<file path="src/pio_pkg.sv">
package pio_pkg;

  // Bus widths
  localparam int BUS_W        = 16;
  localparam int BYTE_W       = 8;
  // Device code lies on lines 8..15 during an address cycle
  localparam int CODE_LSB     = 8;
  // Interrupt mode field inside a command halfword
  localparam int IMODE_LSB    = 8;
  localparam logic [7:0] CODE_MIN = 8'h01;
  localparam logic [7:0] CODE_MAX = 8'hFF;

  // Bus timing, ns, as printed
  localparam int CLK_PERIOD_NS    = 5;
  localparam int T_SETUP_NS       = 100;  // data before strobe, least
  localparam int T_HOLD_NS        = 100;  // data after strobe removal, least
  localparam int T_ACK_RELEASE_NS = 130;  // ack removal after strobe removal, most
  localparam int T_ACK_MIN_NS     = 100;  // strobe held after ack seen, least
  localparam int T_TIMEOUT_NS     = 20000;

  // Least times round up, longest times round down
  localparam logic [11:0] SETUP_CYC   = 12'((T_SETUP_NS + CLK_PERIOD_NS - 1) / CLK_PERIOD_NS);
  localparam logic [11:0] HOLD_CYC    = 12'((T_HOLD_NS + CLK_PERIOD_NS - 1) / CLK_PERIOD_NS);
  localparam logic [11:0] ACKHOLD_CYC = 12'((T_ACK_MIN_NS + CLK_PERIOD_NS - 1) / CLK_PERIOD_NS);
  localparam logic [11:0] TIMEOUT_CYC = 12'(T_TIMEOUT_NS / CLK_PERIOD_NS);

  // Transfer kinds requested by the user side
  typedef enum logic [2:0] {
    PIO_OP_ADDRESS = 3'b000,
    PIO_OP_COMMAND = 3'b001,
    PIO_OP_WDATA   = 3'b010,
    PIO_OP_RDATA   = 3'b011,
    PIO_OP_STATUS  = 3'b100,
    PIO_OP_RACK    = 3'b101
  } pio_op_type;

  // Interrupt mode command codes
  localparam logic [1:0] IMODE_KEEP    = 2'b00;
  localparam logic [1:0] IMODE_ENABLE  = 2'b01;
  localparam logic [1:0] IMODE_DISABLE = 2'b10;
  localparam logic [1:0] IMODE_DISARM  = 2'b11;

endpackage

</file>
<file path="src/pio_sync_if.sv">
`timescale 1ns/1ps
interface pio_sync_if;
  logic        ack_raw_n;
  logic [15:0] data_raw_n;
  logic        ack;
  logic [15:0] data;
  modport src (input ack, input data, output ack_raw_n, output data_raw_n);
  modport syn (input ack_raw_n, input data_raw_n, output ack, output data);
endinterface

</file>
<file path="src/pio_sync.sv">
`timescale 1ns/1ps
module pio_sync (
  // Clock and reset
  input wire logic core_clk,
  input wire logic srst,
  // Raw pins in, true-level samples out
  pio_sync_if.syn  sig
);

  logic [16:0] stage1;
  logic [16:0] stage2;

  always_ff @(posedge core_clk) begin
    if (srst) begin
      stage1 <= 17'h1FFFF;
      stage2 <= 17'h1FFFF;
    end else begin
      stage1 <= {sig.ack_raw_n, sig.data_raw_n};
      stage2 <= stage1;
    end
  end

  // Bus is active low; invert after the second stage only
  assign sig.ack  = ~stage2[16];
  assign sig.data = ~stage2[15:0];

endmodule // pio_sync

</file>
<file path="src/pio_host.sv">
`timescale 1ns/1ps
module pio_host #(
  parameter bit BYTE_ONLY = 1'b0
) (
  // Clock and reset
  input  wire logic        core_clk,
  input  wire logic        srst,
  // User request
  input  wire logic        req_valid,
  input  wire logic [2:0]  req_op,
  input  wire logic [15:0] req_data,
  output logic             req_ready,
  // User answer
  output logic             rsp_valid,
  output logic [15:0]      rsp_data,
  output logic             rsp_timeout,
  output logic             selected,
  output logic [1:0]       imode_shadow,
  // Device bus pins, active low except bus_data_oe
  input  wire logic [15:0] bus_data_in_n,
  output logic [15:0]      bus_data_out_n,
  output logic             bus_data_oe,
  input  wire logic        bus_transfer_ack_n,
  output logic             address_strobe_n,
  output logic             cmd_strobe_n,
  output logic             data_avail_n,
  output logic             data_req_n,
  output logic             status_req_n,
  output logic             rack_n
);

  typedef enum logic [2:0] {
    PIO_ST_IDLE  = 3'b000,
    PIO_ST_SETUP = 3'b001,
    PIO_ST_WAIT  = 3'b010,
    PIO_ST_HOLDS = 3'b011,
    PIO_ST_DROP  = 3'b100,
    PIO_ST_HOLDD = 3'b101
  } pio_state_type;

  ////////////////////////////////////////////////////////////////////////////
  // Synchroniser

  // Data lines share the ack's two flops, so read data is never older than ack
  pio_sync_if sync_bus ();
  assign sync_bus.ack_raw_n  = bus_transfer_ack_n;
  assign sync_bus.data_raw_n = bus_data_in_n;

  pio_sync u_sync (
    .core_clk (core_clk),
    .srst     (srst),
    .sig      (sync_bus)
  );

  ////////////////////////////////////////////////////////////////////////////
  // Decode

  function automatic logic is_output(input logic [2:0] op);
    return op == pio_pkg::PIO_OP_ADDRESS || op == pio_pkg::PIO_OP_COMMAND ||
           op == pio_pkg::PIO_OP_WDATA;
  endfunction

  pio_state_type state;
  pio_state_type next_state;
  logic [2:0]    op;
  logic [15:0]   wdata;
  logic [11:0]   cnt;
  logic          strobe_on;

  wire ack_seen  = sync_bus.ack;
  wire cnt_done  = (cnt == 12'h000);
  // Bound the wait so an absent device cannot hang the port
  wire timed_out = (cnt == pio_pkg::TIMEOUT_CYC);
  wire op_out    = is_output(op);
  wire [15:0] rd_data = BYTE_ONLY || op == pio_pkg::PIO_OP_STATUS ||
                        op == pio_pkg::PIO_OP_RACK
                        ? {8'h00, sync_bus.data[7:0]} : sync_bus.data;

  wire [15:0] shaped =
    req_op == pio_pkg::PIO_OP_ADDRESS ? {req_data[7:0], 8'h00} :
    (BYTE_ONLY && req_op == pio_pkg::PIO_OP_WDATA) ? {8'h00, req_data[7:0]} :
    req_data;

  wire code_ok = req_op != pio_pkg::PIO_OP_ADDRESS || req_data[7:0] >= pio_pkg::CODE_MIN;
  // Taken only when ready, so a request right after reset waits its turn
  wire take    = state == PIO_ST_IDLE && req_valid && req_ready && code_ok;

  always_comb begin
    next_state = state;
    case (state)
      PIO_ST_IDLE: begin
        if (take)
          next_state = PIO_ST_SETUP;
      end
      PIO_ST_SETUP: begin
        if (cnt_done)
          next_state = PIO_ST_WAIT;
      end
      PIO_ST_WAIT: begin
        if (ack_seen || timed_out)
          next_state = ack_seen ? PIO_ST_HOLDS : PIO_ST_DROP;
      end
      PIO_ST_HOLDS: begin
        if (cnt_done)
          next_state = PIO_ST_DROP;
      end
      PIO_ST_DROP: begin
        next_state = PIO_ST_HOLDD;
      end
      PIO_ST_HOLDD: begin
        // Hold the data until the device has dropped its acknowledge
        if (cnt_done && !ack_seen)
          next_state = PIO_ST_IDLE;
      end
      // Unused codes fall back to idle
      default: next_state = PIO_ST_IDLE;
    endcase
  end

  ////////////////////////////////////////////////////////////////////////////
  // Sequencer

  always_ff @(posedge core_clk) begin
    if (srst) begin
      state <= PIO_ST_IDLE;
      op    <= 3'h0;
      wdata <= 16'h0000;
      cnt   <= 12'h000;
    end else begin
      state <= next_state;
      // One counter serves setup, timeout, strobe hold and data hold
      if (take) begin
        op    <= req_op;
        wdata <= shaped;
        // Input requests need no setup of our own data
        cnt   <= is_output(req_op) ? pio_pkg::SETUP_CYC - 12'h001 : 12'h000;
      end else if (state == PIO_ST_WAIT) begin
        cnt <= ack_seen ? pio_pkg::ACKHOLD_CYC - 12'h001 : cnt + 12'h001;
      end else if (next_state == PIO_ST_HOLDD && state == PIO_ST_DROP) begin
        cnt <= pio_pkg::HOLD_CYC - 12'h001;
      end else if (!cnt_done && state != PIO_ST_IDLE) begin
        cnt <= cnt - 12'h001;
      end
    end
  end

  assign strobe_on = (state == PIO_ST_WAIT) || (state == PIO_ST_HOLDS);

  ////////////////////////////////////////////////////////////////////////////
  // Pins and answers

  always_ff @(posedge core_clk) begin
    if (srst) begin
      bus_data_out_n   <= 16'hFFFF;
      bus_data_oe      <= 1'b0;
      address_strobe_n <= 1'b1;
      cmd_strobe_n     <= 1'b1;
      data_avail_n     <= 1'b1;
      data_req_n       <= 1'b1;
      status_req_n     <= 1'b1;
      rack_n           <= 1'b1;
      req_ready        <= 1'b0;
      rsp_valid        <= 1'b0;
      rsp_data         <= 16'h0000;
      rsp_timeout      <= 1'b0;
      selected         <= 1'b0;
      imode_shadow     <= pio_pkg::IMODE_DISARM;
    end else begin
      bus_data_out_n   <= ~wdata;
      bus_data_oe      <= op_out && state != PIO_ST_IDLE;
      address_strobe_n <= ~(strobe_on && op == pio_pkg::PIO_OP_ADDRESS);
      cmd_strobe_n     <= ~(strobe_on && op == pio_pkg::PIO_OP_COMMAND);
      data_avail_n     <= ~(strobe_on && op == pio_pkg::PIO_OP_WDATA);
      data_req_n       <= ~(strobe_on && op == pio_pkg::PIO_OP_RDATA);
      status_req_n     <= ~(strobe_on && op == pio_pkg::PIO_OP_STATUS);
      rack_n           <= ~(strobe_on && op == pio_pkg::PIO_OP_RACK);
      // Ready only once the bus has gone quiet, so transfers never overlap
      req_ready        <= next_state == PIO_ST_IDLE && state != PIO_ST_SETUP;
      rsp_valid        <= 1'b0;
      if (state == PIO_ST_WAIT && (ack_seen || timed_out)) begin
        rsp_valid   <= 1'b1;
        rsp_timeout <= !ack_seen;
        rsp_data    <= op_out ? 16'h0000 : rd_data;
        if (op == pio_pkg::PIO_OP_ADDRESS)
          selected <= ack_seen;
        if (op == pio_pkg::PIO_OP_COMMAND && ack_seen && selected &&
            wdata[pio_pkg::IMODE_LSB +: 2] != pio_pkg::IMODE_KEEP)
          imode_shadow <= wdata[pio_pkg::IMODE_LSB +: 2];
      end
    end
  end

endmodule // pio_host

</file>
<file path="config.mk">
export PLATFORM = sky130hd
export DESIGN_NAME = pio_host
export DESIGN_NICKNAME = d
export VERILOG_FILES = /design/src/pio_pkg.sv /design/src/pio_sync_if.sv /design/src/pio_sync.sv /design/src/pio_host.sv
export SDC_FILE = /design/constraint.sdc
export NUM_CORES = 1
export LEC_CHECK = 0
export ABC_CLOCK_PERIOD_IN_PS = 5360
export BUFFER_PORTS_ARGS = -buffer_cell sky130_fd_sc_hd__buf_4
export CAP_MARGIN = 5
export CELL_PAD_IN_SITES_DETAIL_PLACEMENT = 2
export CELL_PAD_IN_SITES_GLOBAL_PLACEMENT = 2
export CORE_MARGIN = 8
export CORE_UTILIZATION = 29
export CTS_BUF_LIST = sky130_fd_sc_hd__clkbuf_4
export DETAILED_ROUTE_END_ITERATION = 16
export MAX_ROUTING_LAYER = met4
export PLACE_DENSITY = 0.69
export RECOVER_POWER = 100
export SYNTH_ARGS = -nofsm -noshare
export SYNTH_HDL_FRONTEND = slang
export SYNTH_SLANG_ARGS = --single-unit
</file>
<file path="constraint.sdc">
create_clock -name core_clk -period 5.36 [get_ports core_clk]
set_clock_uncertainty 0.1 [all_clocks]
set_input_delay 1.34 -clock core_clk [delete_from_list [all_inputs] [get_ports core_clk]]
set_output_delay 1.34 -clock core_clk [all_outputs]
set_load 0.02 [all_outputs]
</file>
==> summary.md <==
| Metric | Value |
|---|---|
| Slew Viols, Final | `0` |
| Reg2reg start | `cnt[0]` |
| Post-Route M1 WL | `5890 µm` |
| Port Buffers | `83` |
| Vias per cell | `5.04` |
| Worst vdd ir | `0.000173 V` |
| Register-to-register setup slack | `1.77 ns` |
| Area of the multi-input gates | `0.00189 mm²` |
| Final setup violation count | `0` |
| Worst-Margin Slew | `1.44 ns` |
| Kind of critical path | `primary input to flop` |
| Largest net degree at the start of global routing | `95` |
| Mapped Nets | `513` |
| Required time of the worst setup path | `5.67 ns` |
| Final Critical Period | `3.69 ns` |
| I/O Pins | `84` |
| Commonest non-fill, non-tap cell in the layout | `dfxtp_1` |
| Pre-CTS WS | `1.83 ns` |
| Max_slew headroom | `0.0305` |
| Iteration-0 DRC Markers | `181` |
| TritonCTS clock tree | `built` |
| Fmax | `0.271 GHz` |
| Number of global-route vias before repair | `4130` |
| Worst hold margin | `0.298 ns` |
| Status | `finished clean` |
| Hold_buf cts | `0` |
| CTS H-tree depth | `4` |
| Yosys reg bits | `113` |
| Synth cell types | `53` |
| Setup crit start kind | `primary input` |
| Worst setup margin | `1.67 ns` |
| Setup bufs post-CTS | `0` |
| Worst-path fanout max | `11` |
| PostCTS Resize Cnt | `0` |
| DR WL met3 | `379 µm` |
| Placed insts | `709` |
| Max Used Layer | `met4` |
| Synth Cell Area | `0.00435 mm²` |
| Residual DRC | `0` |
| Worst path most repeated cell | `clkbuf_1` |
| Hold Crit Class | `flop to flop` |
| Initial antenna violation count | `0` |
| Critical Path, Cell by Cell | `clkbuf_1, nor3_1, clkbuf_1, a311oi_1, inv_1, o21bai_1, a31oi_1` |
| Crit path capture type | `flop` |
| Critical path's slowest cell | `a311oi_1` |
| Maxcap violations | `0` |
| Syn Area/Cell | `9.22 µm²` |
| Final setup TNS | `0 ns` |
| Unrepaired setup endpoints after global routing | `false` |
| Core ar. | `0.0146 mm²` |
| Most frequent cells in the layout | `113 x dfxtp_1, 48 x clkbuf_1, 46 x nand2_1` |
| Synth warn | `0` |
| Total GRT Usage | `0.146` |
| Area Growth Syn to Fin | `17.5%` |
| Starting Density | `0.298` |
| Ys flop type | `dfxtp_1` |
| Critical Path Start | `req_op[2]` |
| PwrDens | `489 mW/mm²` |
| Die Y | `138 µm` |
| Detailed-route via count | `3733` |
| Final Power | `2.50 mW` |
| Worst hold start | `wdata[12]` |
| Number of fillers in the final layout | `1674` |
| Clk pin slew, worst setup/hold paths | `0.11 ns` |
| Maximum clock insertion buffer count | `2` |
| Post-synth EDFFs | `0` |
| Core Util, Final | `0.350` |
| Family with the most delay on the worst path | `compound AO/OA/AOI/OAI gates` |
| Width of the die | `138 µm` |
| WP buf/inv | `3` |
| Final ANT Viol Nets | `0` |
| CTS buffer count | `17` |
| Clk_lat worst skew | `0.54 ns` |
| Sequential area share after synthesis | `0.520` |
| Nets@finish | `585` |
| Finished Layout Cells | `741` |
| Hold Vio Cnt, Final | `0` |
| Critical path data arrival time | `4.00 ns` |
| # rows | `44` |
| WL final | `13500 µm` |
| FFs w/ async S/R, synth | `0` |
| Ant. Diodes | `0` |
| Register area | `0.00226 mm²` |
| Share of layout cells above drive strength 1 | `0.194` |
| Cell at the root of the clock tree | `clkbuf_4` |
| Design area | `0.00511 mm²` |
| Crit-path max cell delay | `1.25 ns` |
| Grt ovf | `0` |
| Num Clock Sinks | `113` |
| GP Congestion | `0.794` |
| Drt first pass iters | `4` |
| Post-DP HPWL | `9930 µm` |
| Wire length on met2 | `6970 µm` |
| First-pass GRT wire length | `21900 µm` |
| Synthesized instance count | `472` |
| Tcrit/Tclk final | `0.689` |
| Leakage | `1.78 nW` |
| DP Area | `0.00509 mm²` |
| DIE AREA | `0.0192 mm²` |
| Average wire per standard cell | `18.2 µm` |
[routing by layer]
metal,vias to the layer above,GRT usage
met1,1851,0.158
li1,1801,-
met2,61,0.250
met3,20,0.0339
met5,-,-
met4,0,0.0646
[final timing paths]
kind	end	cells after the start
hold / removal	bus_data_out_n[12]	1
hold reg to reg	bus_data_out_n[12]	1
setup / recovery	cnt[4]	7
setup reg to reg	rsp_data[13]	8
[Yosys cell counts (4+ instances only)]
cell type  count  area share
xnor2_1        4      0.0081
nor3_1        11       0.013
nand2_1       46       0.040
nor2_1        22       0.019
or2_2         38       0.055
mux2i_1        9       0.021
nand3_1       18       0.021
o21ai_1        7      0.0081
nand2b_1      18       0.026
inv_1          5      0.0043
buf_6          4       0.010
a21oi_1       38       0.044
or4_1          5      0.0086
or3_1         22       0.032
dfxtp_1      113        0.52
o21ai_0       10       0.012
a31oi_1        5      0.0072
clkbuf_1      26       0.022
a211oi_1      10       0.017
nor4_1         8       0.012
[area by class of cell]
cell class / instances / area share
clock inverter: 13 / 0.0189
timing repair buffer: 86 / 0.0911
clock buffer: 19 / 0.0279
tap: 184 / 0.0451
sequential: 113 / 0.443
multi-input combinational: 320 / 0.370
inverter: 6 / 0.00441
[logic make-up (layout without fill, tap and decap cells)]
group / Yosys count / after routing / share of synthesized area
xor gates and xnor gates: 4 / 4 / 0.00805
muxes: 9 / 9 / 0.0207
adders and majority gates: 2 / 2 / 0.00575
buffers and inverters: 39 / 124 / 0.0411
and+or+nand+nor: 205 / 205 / 0.259
AOI/OAI and AO/OA: 100 / 100 / 0.146
DFF: 113 / 113 / 0.520
[power by group]
group	switching [mW]	internal, mW
combinational	0.519	0.326
sequential	0.145	0.949
clock	0.327	0.230
total	0.991	1.51
[registers in the layout, indices dropped and copies added, names as in the netlist]
register / flops
u_sync.stage1: 17
u_sync.stage2: 17
bus_data_out_n: 16
rsp_data: 16
wdata: 16
cnt: 12
op: 3
state: 3
imode_shadow: 2
address_strobe_n: 1
bus_data_oe: 1
cmd_strobe_n: 1
data_avail_n: 1
data_req_n: 1
rack_n: 1
req_ready: 1
rsp_timeout: 1
rsp_valid: 1
selected: 1
status_req_n: 1
(Power assumes the default switching activity.)
